## config.mk

```make
export PLATFORM = sky130hd
export DESIGN_NAME = egress_queue_rate_limit
export DESIGN_NICKNAME = d
export VERILOG_FILES = /design/src/rtl/egress_limit_pkg.sv /design/src/rtl/egress_queue_rate_limit.sv
export SDC_FILE = /design/constraint.sdc
export NUM_CORES = 1
export LEC_CHECK = 0
export ABC_AREA = 1
export BUFFER_PORTS_ARGS = -buffer_cell sky130_fd_sc_hd__buf_2
export CAP_MARGIN = 20
export CORE_ASPECT_RATIO = 1.2
export CORE_MARGIN = 1.5
export CORE_UTILIZATION = 50
export CTS_CLUSTER_SIZE = 10
export DETAILED_ROUTE_END_ITERATION = 16
export PLACE_DENSITY = 0.78
export SKIP_CTS_REPAIR_TIMING = 1
export SLEW_MARGIN = 20
export SYNTH_ARGS = -nofsm -noshare
export SYNTH_HDL_FRONTEND = slang
export SYNTH_SLANG_ARGS = --single-unit
```

## constraint.sdc

```tcl
create_clock -name clock_i -period 6.7 [get_ports clock_i]
set_input_delay 1.005 -clock clock_i [delete_from_list [all_inputs] [get_ports clock_i]]
set_output_delay 1.005 -clock clock_i [all_outputs]
set_load 0.01 [all_outputs]
```

## src/rtl/egress_limit_pkg.sv

```systemverilog
// shared constants and types for the per-queue egress rate limiter
package egress_limit_pkg;
  localparam int PORTS = 5;
  localparam int FIFO_DEPTH = 8;
  // per-port queue limit, config and status register offsets, byte-wide register space
  localparam logic [7:0] P1_Q0_OFF = 8'hbb;
  localparam logic [7:0] P1_Q1_OFF = 8'hbc;
  localparam logic [7:0] P2_Q0_OFF = 8'hcb;
  localparam logic [7:0] P2_Q1_OFF = 8'hcc;
  localparam logic [7:0] P3_Q0_OFF = 8'hdb;
  localparam logic [7:0] P3_Q1_OFF = 8'hdc;
  localparam logic [7:0] P4_Q0_OFF = 8'heb;
  localparam logic [7:0] P4_Q1_OFF = 8'hec;
  localparam logic [7:0] P5_Q0_OFF = 8'hfb;
  localparam logic [7:0] P5_Q1_OFF = 8'hfc;
  localparam logic [7:0] CFG_OFF = 8'hb0;
  localparam logic [7:0] STAT_OFF = 8'hb1;
  // limit register fields
  localparam int RATE_MSB = 6;
  localparam int RSVD_BIT = 7;
  localparam logic [6:0] LIMIT_RST = 7'h00;
  // config register fields
  localparam int MODE_LSB = 0;
  localparam int RATIO_LSB = 4;
  localparam logic [7:0] CFG_RST = 8'h00;
  localparam logic [1:0] MODE_ONE = 2'h0;
  localparam logic [1:0] MODE_TWO = 2'h1;
  localparam logic [1:0] MODE_FOUR = 2'h2;
  // shaper base tick
  localparam int TICK_NS = 1000;
  localparam int CLK_NS = 40;
  localparam int TICK_CYC = TICK_NS / CLK_NS;
  typedef struct packed {
    logic [7:0] addr;
    logic [7:0] wdata;
    logic wr;
    logic rd;
  } reg_req_t;
  typedef struct packed {
    logic [2:0] port;
    logic queue;
    logic [7:0] data;
  } egress_word_t;
endpackage : egress_limit_pkg

```

## src/rtl/egress_queue_rate_limit.sv

```systemverilog
// egress queue 0/1 rate limiter with register file, fifos and scheduler
//
// Behaviour
// per port, queue 0 traffic shaped by 7-bit code in bits 6:0, reset zero.
// per port, queue 1 traffic shaped by its own 7-bit code, reset zero.
// bit 7 of every queue limit register is reserved and reads zero.
// in four-queue mode queue 0 is the lowest priority queue.
// in two-queue mode queue 0 is the low priority queue of the pair.
// top queue gets exact rate; lower queues scaled by the queue ratio.
// rate code zero means no limiting, full line rate.
//
// The plain strobed port was left to the implementer.
`timescale 1ns/1ns
`default_nettype none

module egress_fifo #(
  parameter int WIDTH = 8,
  parameter int DEPTH = 8
) (
  input wire logic clock_i,
  input wire logic srst_i,
  input wire logic in_valid_i,
  output logic in_ready_o,
  input wire logic [WIDTH-1:0] in_data_i,
  output logic out_valid_o,
  input wire logic out_ready_i,
  output logic [WIDTH-1:0] out_data_o
);
  localparam int AW = $clog2(DEPTH);
  logic [WIDTH-1:0] mem [DEPTH];
  logic [AW-1:0] wp_q;
  logic [AW-1:0] rp_q;
  logic [AW:0] cnt_q;
  logic push;
  logic pop;

  assign in_ready_o = (cnt_q != (AW+1)'(DEPTH));
  assign out_valid_o = (cnt_q != '0);
  assign out_data_o = mem[rp_q];
  assign push = in_valid_i && in_ready_o;
  assign pop = out_valid_o && out_ready_i;

  always_ff @(posedge clock_i) begin
    if (push) begin
      mem[wp_q] <= in_data_i;
    end
  end

  always_ff @(posedge clock_i) begin
    if (srst_i) begin
      wp_q <= '0;
      rp_q <= '0;
      cnt_q <= '0;
    end else begin
      if (push) begin
        wp_q <= (wp_q == AW'(DEPTH-1)) ? '0 : wp_q + 1'b1;
      end
      if (pop) begin
        rp_q <= (rp_q == AW'(DEPTH-1)) ? '0 : rp_q + 1'b1;
      end
      if (push && !pop) begin
        cnt_q <= cnt_q + 1'b1;
      end else if (pop && !push) begin
        cnt_q <= cnt_q - 1'b1;
      end
    end
  end
endmodule : egress_fifo

module egress_queue_rate_limit (
  input wire logic clock_i,
  input wire logic srst_i,
  input wire egress_limit_pkg::reg_req_t reg_req_i,
  output logic [7:0] rd_data_o,
  input wire logic in_valid_i,
  input wire egress_limit_pkg::egress_word_t in_word_i,
  output logic in_ready_o,
  output logic out_valid_o,
  output egress_limit_pkg::egress_word_t out_word_o,
  input wire logic out_ready_i
);
  import egress_limit_pkg::*;

  localparam logic [7:0] Q0_OFF [PORTS] =
    '{P1_Q0_OFF, P2_Q0_OFF, P3_Q0_OFF, P4_Q0_OFF, P5_Q0_OFF};
  localparam logic [7:0] Q1_OFF [PORTS] =
    '{P1_Q1_OFF, P2_Q1_OFF, P3_Q1_OFF, P4_Q1_OFF, P5_Q1_OFF};
  localparam int EW = $bits(egress_word_t);

  logic [6:0] lim_q [PORTS][2];
  logic [7:0] cfg_q;
  logic [7:0] rd_data_q;
  logic [1:0] mode;
  logic [3:0] ratio;
  logic [4:0] tick_cnt_q;
  logic tick_q;
  logic [10:0] since_q [PORTS][2];
  logic [10:0] ivl [PORTS][2];
  logic elig [PORTS][2];
  logic stage_v_q;
  logic stage_free_q;
  egress_word_t stage_q;
  logic stage_q_sel;
  logic stage_bad;
  logic [1:0] f_in_v;
  logic [1:0] f_in_r;
  logic [1:0] f_out_v;
  logic [1:0] f_out_r;
  egress_word_t head [2];
  logic can0;
  logic can1;
  logic out_free;
  logic pop0;
  logic pop1;
  logic out_v_q;
  egress_word_t out_q;
  logic [7:0] rd_mux;

  assign mode = cfg_q[MODE_LSB +: 2];
  assign ratio = cfg_q[RATIO_LSB +: 4];
  assign rd_data_o = rd_data_q;
  assign in_ready_o = stage_free_q;
  assign out_valid_o = out_v_q;
  assign out_word_o = out_q;

  // register writes; only the 7-bit code is stored
  always_ff @(posedge clock_i) begin
    if (srst_i) begin
      for (int p = 0; p < PORTS; p++) begin
        lim_q[p][0] <= LIMIT_RST;
        lim_q[p][1] <= LIMIT_RST;
      end
    end else if (reg_req_i.wr) begin
      for (int p = 0; p < PORTS; p++) begin
        if (reg_req_i.addr == Q0_OFF[p]) begin
          lim_q[p][0] <= reg_req_i.wdata[RATE_MSB:0];
        end
        if (reg_req_i.addr == Q1_OFF[p]) begin
          lim_q[p][1] <= reg_req_i.wdata[RATE_MSB:0];
        end
      end
    end
  end

  always_ff @(posedge clock_i) begin
    if (srst_i) begin
      cfg_q <= CFG_RST;
    end else if (reg_req_i.wr && reg_req_i.addr == CFG_OFF) begin
      cfg_q <= reg_req_i.wdata;
    end
  end

  always_comb begin
    rd_mux = 8'h00;
    for (int p = 0; p < PORTS; p++) begin
      if (reg_req_i.addr == Q0_OFF[p]) begin
        rd_mux = {1'b0, lim_q[p][0]};
      end
      if (reg_req_i.addr == Q1_OFF[p]) begin
        rd_mux = {1'b0, lim_q[p][1]};
      end
    end
    if (reg_req_i.addr == CFG_OFF) begin
      rd_mux = cfg_q;
    end
    if (reg_req_i.addr == STAT_OFF) begin
      rd_mux = {3'h0, out_v_q, stage_v_q, 1'b0, f_out_v};
    end
  end

  // read data stands only in the cycle after the strobe
  always_ff @(posedge clock_i) begin
    if (srst_i) begin
      rd_data_q <= 8'h00;
    end else begin
      rd_data_q <= reg_req_i.rd ? rd_mux : 8'h00;
    end
  end

  // base shaping tick
  always_ff @(posedge clock_i) begin
    if (srst_i) begin
      tick_cnt_q <= '0;
      tick_q <= 1'b0;
    end else begin
      tick_q <= (tick_cnt_q == 5'(TICK_CYC - 1));
      if (tick_cnt_q == 5'(TICK_CYC - 1)) begin
        tick_cnt_q <= '0;
      end else begin
        tick_cnt_q <= tick_cnt_q + 1'b1;
      end
    end
  end

  // interval in ticks between words of one port and queue
  always_comb begin
    for (int p = 0; p < PORTS; p++) begin
      for (int q = 0; q < 2; q++) begin
        if (mode == MODE_ONE || (mode == MODE_TWO && q == 1)) begin
          ivl[p][q] = {4'h0, lim_q[p][q]};
        end else begin
          ivl[p][q] = 11'(lim_q[p][q]) * (11'(ratio) + 11'h001);
        end
        elig[p][q] = (lim_q[p][q] == 7'h00) ||
                     (since_q[p][q] >= ivl[p][q]);
      end
    end
  end

  // ticks since last word sent; saturates so long idle never wraps
  always_ff @(posedge clock_i) begin
    if (srst_i) begin
      for (int p = 0; p < PORTS; p++) begin
        since_q[p][0] <= '0;
        since_q[p][1] <= '0;
      end
    end else begin
      for (int p = 0; p < PORTS; p++) begin
        for (int q = 0; q < 2; q++) begin
          if ((q == 0 && pop0 && head[0].port == 3'(p)) ||
              (q == 1 && pop1 && head[1].port == 3'(p))) begin
            since_q[p][q] <= '0;
          end else if (tick_q && since_q[p][q] != 11'h7ff) begin
            since_q[p][q] <= since_q[p][q] + 1'b1;
          end
        end
      end
    end
  end

  // one-word input stage keeps in_ready_o a plain flop
  assign stage_q_sel = (mode == MODE_ONE) ? 1'b0 : stage_q.queue;
  assign stage_bad = (stage_q.port >= 3'(PORTS));
  assign f_in_v[0] = stage_v_q && !stage_bad && !stage_q_sel;
  assign f_in_v[1] = stage_v_q && !stage_bad && stage_q_sel;

  always_ff @(posedge clock_i) begin
    if (srst_i) begin
      stage_v_q <= 1'b0;
      stage_free_q <= 1'b1;
      stage_q <= '0;
    end else if (stage_v_q) begin
      if (stage_bad || f_in_r[stage_q_sel]) begin
        stage_v_q <= 1'b0;
        stage_free_q <= 1'b1;
      end
    end else if (in_valid_i) begin
      stage_v_q <= 1'b1;
      stage_free_q <= 1'b0;
      stage_q <= in_word_i;
    end
  end

  for (genvar g = 0; g < 2; g++) begin : g_queue
    egress_fifo #(
      .WIDTH(EW),
      .DEPTH(FIFO_DEPTH)
    ) u_fifo (
      .clock_i(clock_i),
      .srst_i(srst_i),
      .in_valid_i(f_in_v[g]),
      .in_ready_o(f_in_r[g]),
      .in_data_i(stage_q),
      .out_valid_o(f_out_v[g]),
      .out_ready_i(f_out_r[g]),
      .out_data_o(head[g])
    );
  end

  // strict priority; a held head word blocks its queue for all ports
  assign out_free = !out_v_q || out_ready_i;
  assign can1 = f_out_v[1] && (mode != MODE_ONE) &&
                (head[1].port < 3'(PORTS)) && elig[head[1].port][1];
  assign can0 = f_out_v[0] &&
                (head[0].port < 3'(PORTS)) && elig[head[0].port][0];
  assign pop1 = out_free && can1;
  assign pop0 = out_free && can0 && !can1;
  assign f_out_r[0] = pop0;
  assign f_out_r[1] = pop1;

  always_ff @(posedge clock_i) begin
    if (srst_i) begin
      out_v_q <= 1'b0;
      out_q <= '0;
    end else if (out_free) begin
      out_v_q <= pop0 || pop1;
      if (pop1) begin
        out_q <= head[1];
      end else if (pop0) begin
        out_q <= head[0];
      end
    end
  end
endmodule : egress_queue_rate_limit

`default_nettype wire

```

# --- Word-level counts from Yosys, hierarchy flattened ---
# Memories as Yosys holds them, arrays and structs flattened. A register that Yosys moved wholly into a read port is not among the register bits.
# Index checks and enable logic that the tools add are counted.
classes:
  n_div: 0
  addsub: 20
  n_eq_ne: 39
  n_mux: 197
  bitwise_logic: 34
  n_lt_le_gt_ge: 16
  reduce_logical: 88
  n_mul: 10
  shift: 0
ops:
  columns: ["op", "n"]
  rows:
  - ["$mux 11", 30]
  - ["$mux 1", 127]
  - ["$add 11x1->11 const B", 10]
  - ["$ge 11x11->1", 10]
  - ["$ne 11x11->1 const B", 10]
  - ["$mul 7x11->11", 9]
  - ["$eq 8x8->1 const B", 12]
  - ["$mux 8", 10]
  - ["$mux 7", 11]
  - ["$logic_not 7->1", 10]
  - ["$logic_and 1x1->1", 40]
  - ["$or 1x1->1", 30]
  - ["$mux 12", 2]
  - ["$mux 3", 8]
  - ["$eq 3x3->1 const B", 6]
  - ["$mux 4", 4]
  - ["$logic_or 1x1->1", 14]
  - ["$add 3x1->3 const B", 4]
  - ["$bmux 2 s3", 2]
  - ["$eq 3x2->1 const B", 4]
  - ["$mul 7x5->11", 1]
  - ["$reduce_bool 2->1", 5]
  - ["$add 4x1->4 const B", 2]
  - ["$ge 4x4->1 const B", 2]
  - ["other kinds (22)", 41]
word_totals:
  mem_bits_ro: 0
  input_bits: 34
  latchBits: 0
  ram_bits: 372
  n_memories: 4
  wordCells: 428
  register_bits: 69
  output_inout_bits: 22
memory_table:
  columns: ["name", "words", "word_bits", "rd", "rd_clocked_by_memory_dff", "write_ports", "line_no", "source"]
  rows:
  - ["since_q", 5, 22, 5, 0, 5, "egress_queue_rate_limit.sv:97", "logic [10:0] since_q [PORTS][2];"]
  - ["g_queue[0].u_fifo.mem", 8, 12, 1, 1, 1, "egress_queue_rate_limit.sv:30", "logic [WIDTH-1:0] mem [DEPTH];"]
  - ["g_queue[1].u_fifo.mem", 8, 12, 1, 1, 1, "egress_queue_rate_limit.sv:30", null]
  - ["lim_q", 5, 14, 5, 0, 5, "egress_queue_rate_limit.sv:90", "logic [6:0] lim_q [PORTS][2];"]

# --- Depth between registers and ports, before layout ---
# Gate-level depths: netlist of run 1.
logic_depth:
  depth_word: 17
  ltp_mapped: 51

# --- Hierarchy ---
# A second synthesis of run 1 with hierarchy kept.
unflattened:
  cells_unflattened: 4114
  area_unflattened_um2: 33510.9
modules_own_cells:
  columns: ["mod", "area_per_inst_um2", "cells_per_inst", "instances", "seq_area_each_um2"]
  rows:
  - ["egress_queue_rate_limit", 24513.5, 3288, 1, 6386.1]
  - ["egress_fifo (g_queue[0].u_fifo)", 4504.3, 413, 1, 3143.0]
  - ["egress_fifo (g_queue[1].u_fifo)", 4493.1, 413, 1, 3143.0]

# --- Worst setup path before layout of run 1 ---
# No wires, ideal clock.
synth_timing:
  path_kind: "register -> register"
  from: "register cfg_q[4]"
  to: "register g_queue[0].u_fifo.cnt_q[3]"
  path_stages_with_launch: 50
  path_slack_ns: -0.581
  t_arrival_ns: 7.162
  required_ns: 6.581
  period_less_slack_ns: 7.281
  setup_ns: 0.119
  cell_sequence: "dfxtp_1 ha_1 nand2_1 nor2_1 clkinv_1 clkbuf_1 nor2_1 fa_1 fa_1 inv_1 fa_1 inv_1 ha_1 a21oi_1 o31ai_1 nand2_1 inv_1 or2_2 [14 not listed] nand2_1 nand2_1 nand2_1 nand2_1 nand2_1 nor2_4 nand2_4 buf_4 ha_1 inv_1 ha_1 and3_1 a211oi_1 nor2_1 nor2_1 nand2_1 o21ai_0 a21oi_1"
synth_between:
  elab_chain_len: 15
  word_cells_on_any_way: 58
synth_rtl:
  columns: ["item", "line_no", "source"]
  rows:
  - ["from (decl)", "egress_queue_rate_limit.sv:91", "logic [7:0] cfg_q;"]
  - ["from (signal assigned)", "egress_queue_rate_limit.sv:149", "cfg_q <= reg_req_i.wdata;"]
  - ["$add 4x1->5 (*)", "egress_queue_rate_limit.sv:202", "ivl[p][q] = 11'(lim_q[p][q]) * (11'(ratio) + 11'h001);"]
  - ["$mul 7x11->11 or $mul 7x5->11 (tied branches)", "egress_queue_rate_limit.sv:202", null]
  - ["$mux 11", "egress_queue_rate_limit.sv:199", "if (mode == MODE_ONE || (mode == MODE_TWO && q == 1)) begin"]
  - ["$ge 11x11->1", "egress_queue_rate_limit.sv:205", "(since_q[p][q] >= ivl[p][q]);"]
  - ["$logic_or 1x1->1", "egress_queue_rate_limit.sv:204", "elig[p][q] = (lim_q[p][q] == 7'h00) ||"]
  - ["$bmux 2 s3, on equally long branches", "egress_queue_rate_limit.sv:275, egress_queue_rate_limit.sv:273", null]
  - ["$mux 2 (not written as such) or $mux 1 (tied branches) (2 in series)", "egress_queue_rate_limit.sv:275, egress_queue_rate_limit.sv:273", null]
  - ["$logic_and 1x1->1, on equally long branches", "egress_queue_rate_limit.sv:275, egress_queue_rate_limit.sv:273", null]
  - ["$logic_and 1x1->1 or $logic_not 1->1 (tied branches)", "egress_queue_rate_limit.sv:277", "assign pop0 = out_free && can0 && !can1;"]
  - ["$logic_and 1x1->1 (*)", "egress_queue_rate_limit.sv:277", null]
  - ["$logic_and 1x1->1 (*)", "egress_queue_rate_limit.sv:41", "assign pop = out_valid_o && out_ready_i;"]
  - ["$logic_not 1->1", "egress_queue_rate_limit.sv:61", "if (push && !pop) begin"]
  - ["$logic_and 1x1->1", "egress_queue_rate_limit.sv:61", null]
  - ["$mux 4 or $reduce_bool 2->1 (tied branches)", null, null]
  - ["to (signal assigned)", "egress_queue_rate_limit.sv:62", "cnt_q <= cnt_q + 1'b1;"]
  - ["to (signal assigned)", "egress_queue_rate_limit.sv:64", "cnt_q <= cnt_q - 1'b1;"]
  - ["to (decl)", "egress_queue_rate_limit.sv:33", "logic [AW:0] cnt_q;"]
# Every way passes the cells marked *; elsewhere a longest branch is shown, timed or not. The select of a mux whose other input is x is not followed.
# A chain may end at the register's enable or synchronous reset.

# --- Final worst setup path of run 1 ---
# Same ends and word-level chain as after synthesis.

==> results of run 1 <==
==> cells in the mapped netlist (44+ instances only) <==
library cell	count	area, sq um
sky130_fd_sc_hd__edfxtp_1	372	11200
sky130_fd_sc_hd__nor2_1	690	2590
sky130_fd_sc_hd__xor2_1	65	569
sky130_fd_sc_hd__ha_1	327	4090
sky130_fd_sc_hd__clkbuf_1	87	327
sky130_fd_sc_hd__dfxtp_1	75	1500
sky130_fd_sc_hd__fa_1	142	2840
sky130_fd_sc_hd__o21ai_0	207	1040
sky130_fd_sc_hd__nor3_1	44	220
sky130_fd_sc_hd__a21oi_1	158	791
sky130_fd_sc_hd__nand2_1	765	2870
sky130_fd_sc_hd__nand3_1	113	566
sky130_fd_sc_hd__nand4_1	60	375
sky130_fd_sc_hd__inv_1	646	2420
==> layer usage <==
metal	wire length [um]	up-vias
met3	7240	255
met5	28	-
met1	34200	13400
li1	-	13600
met2	43500	1112
met4	3340	4
==> area by class of cell <==
cell class / instances / area, sq um
Tap cell: 892 / 1120
Clock inverter: 6 / 145
Fill cell: 5332 / 26300
Sequential cell: 447 / 12700
Inverter: 660 / 2520
Antenna cell: 1 / 2.50
Clock buffer: 91 / 1450
Timing Repair Buffer: 337 / 2940
Multi-Input combinational cell: 2793 / 18700
==> critical path: cells and delay by family, from the launching register on <==
kind                     cells  cell delay, ps
AND/OR/NAND/NOR             25            2430
buffers and inverters        7             560
AO/OA/AOI/OAI                8            1080
flip-flops                   1             380
adder cells (fa/ha/maj)      8            2480
==> path summary, 6_finish.rpt <==
check                 from                         end  slack (ps)  cells after the start
setup / recovery  cfg_q[4]  g_queue[0].u_fifo.cnt_q[3]        -440                     48
setup reg to reg  cfg_q[4]  g_queue[0].u_fifo.cnt_q[3]        -440                     48
hold / removal    cfg_q[3]                    cfg_q[3]         470                      2
hold reg to reg   cfg_q[3]                    cfg_q[3]         470                      2
==> cell families after synthesis <==
group / after synthesis / share of synthesized area (%)
simple gates: 1744 / 21.3
buf+inv: 781 / 9.07
compound gates: 472 / 7.95
fa+ha+maj: 469 / 20.8
flops: 447 / 38.0
xor+xnor: 108 / 2.84
==> state kept, by name, indices dropped and copies added, names as in the netlist, 5 cells and up, named ones only <==
signal                count
cfg_q                     8
g_queue.u_fifo.cnt_q      8
g_queue.u_fifo.wp_q       6
g_queue.u_fifo.rp_q       6
stage_q                  12
out_word_o               12
rd_data_o                 8
g_queue.u_fifo.mem      192
tick_cnt_q                5
lim_q                    70
since_q                 110
==> per-stage QoR <==
stage | util [%] | cells | hold WS [ps] | TNS [ps] | area [sq um]
2_1_floorplan | - | 4021 | 430 | -40.6 | 33700
3_3_place_gp | 55.1 | 5075 | 443 | -1570 | 36300
3_5_place_dp | 55.1 | 5075 | 455 | -12030 | 36300
4_1_cts | 57.5 | 5172 | 463 | -17000 | 37900
5_1_grt | 60.1 | 5226 | 484 | -54130 | 39600
6_report | 60.1 | 5227 | 467 | -1080 | 39600
==> cell usage in the layout (no fill, tap or decap), types with 49 or more instances in the layout <==
cell	n
sky130_fd_sc_hd__nand2_1	733
sky130_fd_sc_hd__buf_2	55
sky130_fd_sc_hd__buf_4	215
sky130_fd_sc_hd__ha_1	302
sky130_fd_sc_hd__inv_1	627
sky130_fd_sc_hd__clkbuf_16	61
sky130_fd_sc_hd__fa_1	138
sky130_fd_sc_hd__dfxtp_1	72
sky130_fd_sc_hd__o21ai_0	186
sky130_fd_sc_hd__edfxtp_1	372
sky130_fd_sc_hd__nand4_1	60
sky130_fd_sc_hd__nor2_2	49
sky130_fd_sc_hd__xor2_1	65
sky130_fd_sc_hd__a21oi_1	125
sky130_fd_sc_hd__nor2_1	649
sky130_fd_sc_hd__nand3_1	97
==> report_power, final <==
part | internal [mW] | switching, mW | total, mW
sequential | 3.20 | 0.196 | 3.39
combinational | 0.603 | 0.935 | 1.54
clock | 1.58 | 1.15 | 2.73
total | 5.38 | 2.28 | 7.66
==> flow_results.org, run 1 <==
** Routing
- The detailed router finished its first iteration with 2463 violations.
- Antenna viol nets, final :: 0
- First-pass detailed-route iteration total :: 6
- Detailed Route WL :: 88400 um
- Average wire per cell in the routed design :: 16.9 um
- Number of DRC violations after detailed routing :: 0
- Summing over every cut layer, the via total after detailed routing is 28300.
- Number of vias per cell after detailed routing :: 5.42

** Run
- Count of max-cap constraint violations :: 0

** Place
- Setup Slack @ Placement :: -545 ps
- Hpwl dp :: 62700 um
- Number of buffers inserted by port buffering :: 55
- At the end of routability-driven placement, the weighted congestion stood at 0.974.

** Critical path
- Slowest CP cell :: sky130_fd_sc_hd__fa_1
- STA puts the critical path data required time at 7180 ps.
- The largest single stage delay on the critical path is 490 ps.
- Data on the critical path arrives at its endpoint at 7620 ps.
- STA classifies the critical path startpoint as a flop.
- The worst setup path is of the reg -> reg kind.
- Worst-path fanout max :: 7
- Cell seen most often among critical-path stages :: sky130_fd_sc_hd__nand2_1
- Type of element capturing the critical path :: flop

** STA
- Final Slew Violations :: 0
- Normalized max-slew margin :: 24.9%
- Final period util :: 107%
- Setup repair after global routing could not meet its margin everywhere.
- Setup slack on the critical path of the routed design comes to -438 ps.
- Maximum frequency from static timing analysis :: 140 MHz
- Setup violations remaining at the end of the flow were counted as 5.
- Transition at the pin with the smallest max-transition slack :: 1120 ps
- The routed design could run at a clock period as short as 7140 ps.
- The number of failing hold endpoints at the final stage is 0.
- Worst Clk Skew :: 33.3 ps

** Die
- Io pins :: 56
- Floorplan die area :: 68300 sq um
- Initial Util :: 50.6%
- Floorplan core area :: 65900 sq um
- Chip height :: 286 um
- The die is 239 um wide.
- Row Count :: 103

** Status
- Run status :: finished with violations
- Violations in the final reports :: setup timing

** CTS
- Clock slew seen by the registers of the worst setup and hold paths :: 70 ps
- Clock latency on the worst-skew pair, taken at its later pin, is 620 ps.
- Maximum clock path buffer count :: 3
- Number of clock sinks :: 447
- Clock buffers created by TritonCTS :: 52
- Clock tree from TritonCTS :: yes
- The clock tree synthesis step divided the H-tree into 2 levels.
- Clock Root Buffer :: sky130_fd_sc_hd__clkbuf_16

** Synth
- Flip-flop and latch count after synthesis :: 447
- Synthesized area per cell :: 8.29 sq um
- Counting every instance in the synthesized netlist gives 4021.
- Cell area after synthesis :: 33300 sq um
- When the netlist entered floorplanning its net count stood at 4524.
- Number of library cell types mapped by synthesis :: 53
- Register area share after synthesis :: 38.0%
- The synthesized design contains 372 enable-type register cells.
- Synthesis Warnings :: 0
- For this run, the leading register cell type out of synthesis is sky130_fd_sc_hd__edfxtp_1.
- Post-synthesis async set-or-reset flop share :: 0%

** Global routing
- GR Util met2 :: 43.2%
- The first global-routing pass estimated 135000 um of wire.
- Layer with the highest usage after global routing :: met2
- Overall global routing resource usage :: 24.7%
- Largest net degree at the start of global routing :: 60
- Global-route met3 utilization :: 5.26%
- Vias in the first global route :: 27200
- Fraction of met1 tracks used by global routing :: 30.1%
- Global-route congestion overflow total :: 0
- The initial antenna violation count was 3.

** Layout
- Fraction of layout cells with a size suffix above 1 :: 14.9%
- Relative to the synthesized area, the layout overhead comes to 18.7%.
- Final net count :: 4794

** Power
- Final total power :: 7.66 mW
- In this run the static leakage power is 18.8 nW.
- The worst-case IR drop observed on VDD is 0.286 mV.
- Cell area power density :: 194 nW/um^2

** Hold path
- Type of the worst min-delay path :: reg -> reg
(Power assumes the default switching activity.)
==> run 2: changes to the inputs <==
--- a/config.mk
+++ b/config.mk
@@ -5,7 +5,7 @@
 export SDC_FILE = /design/constraint.sdc
 export NUM_CORES = 1
 export LEC_CHECK = 0
-export ABC_AREA = 1
+export ABC_AREA = 0
 export BUFFER_PORTS_ARGS = -buffer_cell sky130_fd_sc_hd__buf_2
 export CAP_MARGIN = 20
 export CORE_ASPECT_RATIO = 1.2
@@ -19,3 +19,4 @@
 export SYNTH_ARGS = -nofsm -noshare
 export SYNTH_HDL_FRONTEND = slang
 export SYNTH_SLANG_ARGS = --single-unit
+export TNS_END_PERCENT = 30
==> run 2 against run 1 <==
The run still ends with setup timing left. Clock power decreased by 4%. Largest power group unchanged. First-iteration DRC count shrank 32%. Wire length down 6.5%. Critical endpoint unchanged. Critical path type unchanged. Core utilization down 0.51 points. Power fell by 4.1%.
==> flow_results.org, run 2 <==
** STA
- Final-report setup violation count :: 103 (was 5)
- Setup repair after global routing missed its margin: true (unchanged).
- Period minus WS final :: 7140 ps (about the same)
- The final-report max-slew violation count came to 0 (unchanged).
- Setup slack after layout :: -440 ps (was -438 ps)
- The number of failing hold endpoints at the final stage came to 0 (unchanged).
- Final hold slack :: 459 ps (was 467 ps)
- The final critical-path share of the clock period was 107% (about the same).
- The measured slew at the worst slew-check pin was 1110 ps (was 1120 ps).
- The worst relative slew slack is 25.8% (was 24.9%).
- The highest clock rate was 140 MHz (about the same).
- Setup TNS after final layout :: -17170 ps (was -1080 ps)
- The maximum clock skew at final layout was 36.2 ps (was 33.3 ps).

** Synth
- Post-synthesis async set-or-reset flop share :: 0% (unchanged)
- Top cells by area in the synthesized netlist: sky130_fd_sc_hd__edfxtp_1 34%, sky130_fd_sc_hd__ha_1 13%, sky130_fd_sc_hd__fa_1 8.8% (was sky130_fd_sc_hd__edfxtp_1 33%, sky130_fd_sc_hd__ha_1 12%, sky130_fd_sc_hd__nand2_1 8.6%).
- Number of library cell types mapped by synthesis :: 72 (was 53)
- Flip-flop and latch count after synthesis :: 447 (unchanged)
- Gate count of the mapped netlist :: 3118 (was 4021)
- Top cell types by occurrence after synthesis :: 372 x sky130_fd_sc_hd__edfxtp_1, 327 x sky130_fd_sc_hd__ha_1, 291 x sky130_fd_sc_hd__nand2_1 (was 765 x sky130_fd_sc_hd__nand2_1, 690 x sky130_fd_sc_hd__nor2_1, 646 x sky130_fd_sc_hd__inv_1)
- The most common cell in the synthesized netlist is sky130_fd_sc_hd__edfxtp_1 (was sky130_fd_sc_hd__nand2_1).
- Synth top area share :: 34.4% (was 33.5%)
- Synthesis Warnings :: 0 (unchanged)
- Post-Synthesis Net Count :: 3621 (was 4524)
- The count of flip-flops with a built-in enable after synthesis was 372 (unchanged).
- Register area share after synthesis :: 39.0% (was 38.0%)
- The synthesized area divided by synthesized cell count was 10.4 sq um (was 8.29 sq um).
- Cell area after synthesis :: 32500 sq um (was 33300 sq um)
- The post-synthesis cell type with the largest combined area is sky130_fd_sc_hd__edfxtp_1 (unchanged).
- Top_reg_cell synth :: sky130_fd_sc_hd__edfxtp_1 (unchanged)

** Layout
- The final layout net count came to 3861 (was 4794).
- Area Growth Syn to Fin :: 18.1% (was 18.7%)
- The flip-flop count of the largest register after layout was 192 (unchanged).
- Largest registers ranked by flip-flop count :: g_queue.u_fifo.mem x192, since_q x110, lim_q x70 (unchanged)
- The top register by number of flip-flops is g_queue.u_fifo.mem (unchanged).
- The fraction of final layout cells with drive strength greater than 1 is 17.8% (was 14.9%).
- Post-route cell area :: 38300 sq um (was 39600 sq um)
- The core utilization of the finished layout is 59.6% (was 60.1%).
- Most common cell after layout, fill and taps aside :: sky130_fd_sc_hd__edfxtp_1 (was sky130_fd_sc_hd__nand2_1)
- The number of fill cells in the layout came to 5043 (was 5332).
- Most frequent cells in the layout :: 372 x sky130_fd_sc_hd__edfxtp_1, 305 x sky130_fd_sc_hd__ha_1, 283 x sky130_fd_sc_hd__nand2_1 (was 733 x sky130_fd_sc_hd__nand2_1, 649 x sky130_fd_sc_hd__nor2_1, 627 x sky130_fd_sc_hd__inv_1)

** Routing
- Antenna viol nets, final :: 0 (unchanged)
- Number of DRC violations after detailed routing :: 0 (unchanged)
- Met1 WL :: 31900 um (was 34200 um)
- Via count of the routed design :: 24400 (was 28300)
- The routed via count divided by cell count is 5.77 (was 5.42).
- Top sig layer :: met5 (unchanged)
- The wire length on met3 was 6000 um (was 7240 um).
- Average wire per cell in the routed design :: 19.5 um (was 16.9 um)
- Detailed Route WL :: 82600 um (was 88400 um)
- The initial detailed-routing violation count was 1674 (was 2463).
- First-pass detailed-route iteration total :: 8 (was 6)
- Met2 Routed Length :: 41100 um (was 43500 um)

** Status
- Violations in the final reports :: setup timing (unchanged)
- Run status: finished with violations (unchanged).

** CTS
- Clock buffers created by TritonCTS :: 52 (unchanged)
- The clock latency reported for the late side of the worst-skew pair came to 620 ps (about the same).
- Clock slew seen by the registers of the worst setup and hold paths :: 60 ps (was 70 ps)
- The clock tree from TritonCTS is yes (unchanged).
- The maximum clock path buffer count is 3 (unchanged).
- Number of clock sinks :: 447 (unchanged)
- The number of H-tree branching levels is 2 (unchanged).
- The clock tree root buffer cell is sky130_fd_sc_hd__clkbuf_16 (unchanged).

** Critical path
- Worst setup path start :: cfg_q[4] (unchanged)
- Cell seen most often among critical-path stages :: sky130_fd_sc_hd__ha_4 (was sky130_fd_sc_hd__nand2_1)
- Element type at the critical path start :: flop (unchanged)
- Cell count of the worst reg-to-reg path :: 36 (was 48)
- Launch instance of the worst register-to-register path :: cfg_q[4] (unchanged)
- Delay of the slowest critical-path stage :: 490 ps (about the same)
- The type of element capturing the critical path is a flop (unchanged).
- End of the worst register-to-register path :: g_queue[0].u_fifo.cnt_q[3] (unchanged)
- The number of buffer and inverter instances along the worst setup path came to 7 (unchanged).
- The required time of the worst setup path was 7230 ps (was 7180 ps).
- The end point of the critical path is g_queue[0].u_fifo.cnt_q[3] (unchanged).
- Family of cells with the greatest summed delay on the critical path :: adder cells (unchanged)
- Worst reg2reg setup slack :: -440 ps (about the same)
- Worst-path fanout max :: 5 (was 7)
- The arrival time reported for the critical path endpoint was 7670 ps (was 7620 ps).
- Slowest CP cell :: sky130_fd_sc_hd__fa_1 (unchanged)
- CP Depth :: 36 (was 48)
- The start-to-end type of the worst setup path is reg -> reg (unchanged).

** Die
- Io pins :: 56 (unchanged)
- Row Count :: 102 (was 103)
- Floorplan die area :: 66500 sq um (was 68300 sq um)
- The vertical die dimension is 282 um (was 286 um).
- Initial Util :: 50.5% (was 50.6%)
- Floorplan core area :: 64300 sq um (was 65900 sq um)
- The floorplan die width was 236 um (was 239 um).

** Run
- Count of max-cap constraint violations :: 0 (unchanged)

** Place
- Total cell area at the placement stage :: 35400 sq um (was 36300 sq um)
- Number of buffers inserted by port buffering :: 55 (unchanged)
- The half-perimeter wire length after placement came to 57700 um (was 62700 um).
- The weighted congestion reported at the end of routability-driven placement came to 0.948 (was 0.974).

** Power
- The net switching power figure came to 2.06 mW (was 2.28 mW).
- VDD IR max :: 0.309 mV (was 0.286 mV)
- The power share of the clock group is 35.7% (was 35.6%).
- Part of the power in registers :: 45.8% (was 44.3%)
- Gate power share :: 18.5% (was 20.1%)
- Sw Ratio :: 28.1% (was 29.8%)
- The power density over cell area was 192 nW/um^2 (was 194 nW/um^2).
- Leakage component of the power :: 16.0 nW (was 18.8 nW)
- Internal power :: 5.28 mW (was 5.38 mW)

** Hold path
- Type of the worst min-delay path :: reg -> reg (unchanged)

** Global routing
- First-pass GRT wire length :: 127000 um (was 135000 um)
- Global-route congestion overflow total :: 0 (unchanged)
- The total routing usage reported by global routing is 24.0% (was 24.7%).
- Number of antenna violations at the first check in global routing :: 10 (was 3)
- Largest net degree at the start of global routing :: 48 (was 60)
- Vias in the first global route :: 24500 (was 27200)
## run 2: worst min path at each step
stage                  startpoint            end  slack (ps)  cells after the start
CTS                      cfg_q[2]       cfg_q[2]         460                      2
detailed placement       cfg_q[2]       cfg_q[2]         450                      2
floorplan           tick_cnt_q[0]  tick_cnt_q[0]         430                      1
global route           in_ready_o     in_ready_o         490                      1
global placement         cfg_q[2]       cfg_q[2]         450                      2
finish                   cfg_q[2]       cfg_q[2]         460                      2
## run 2: cell families (layout without fill, tap and decap cells)
kind of cell	count (synthesis)	count (layout)	share of synthesized area, %
adder cells (fa/ha/maj)	469	469	21.4
buffers and inverters	413	695	4.85
flip-flops	447	447	39.0
other	0	4	0
XOR/XNOR	185	185	4.99
AO/OA/AOI/OAI	396	396	7.68
multiplexers	97	97	4.77
AND/OR/NAND/NOR	1111	1111	17.3
## run 2: worst reg2reg max path, delay by kind of cell (launching register included)
family	cells	cell delay, ps
adder cells (fa/ha/maj)	8	2540
XOR/XNOR	3	540
AO/OA/AOI/OAI	10	1800
flip-flops	1	360
AND/OR/NAND/NOR	8	1250
buffers and inverters	7	560
## run 2: metrics by stage
step	worst slack [ps]	power (mW)	cells
after global routing	-638	7.61	4233
after CTS	-476	7.10	4189
after global placement	-342	4.44	4093
after detailed placement	-424	4.48	4093
final	-440	7.34	4236
after floorplan	-81.1	4.05	3118
## run 2: cell type report
type	count	area (sq um)	share of cell area [%]
Timing Repair Buffer	312	2660	6.94
Clock inverter	6	70.1	0.183
Inverter	287	1090	2.84
Multi-Input combinational cell	2258	19300	50.4
Antenna cell	4	10.0	0.0261
Clock buffer	90	1470	3.85
Sequential cell	447	12700	33.1
Tap cell	832	1040	2.72
## run 2: metal layers
metal	track usage (%)	vias to the layer above
met2	42.0	873
met4	10.6	16
li1	-	11400
met1	29.3	12000
met3	3.99	225
met5	0	-
## run 2: power by group through the flow
stage / registers (mW) / clock network [mW] / logic, mW
final: 3.37 / 2.62 / 1.36
after floorplan: 3.32 / 0 / 0.725
after global placement: 3.41 / 0 / 1.04
after CTS: 3.36 / 2.66 / 1.08
after detailed placement: 3.41 / 0 / 1.06
after global routing: 3.39 / 2.77 / 1.45
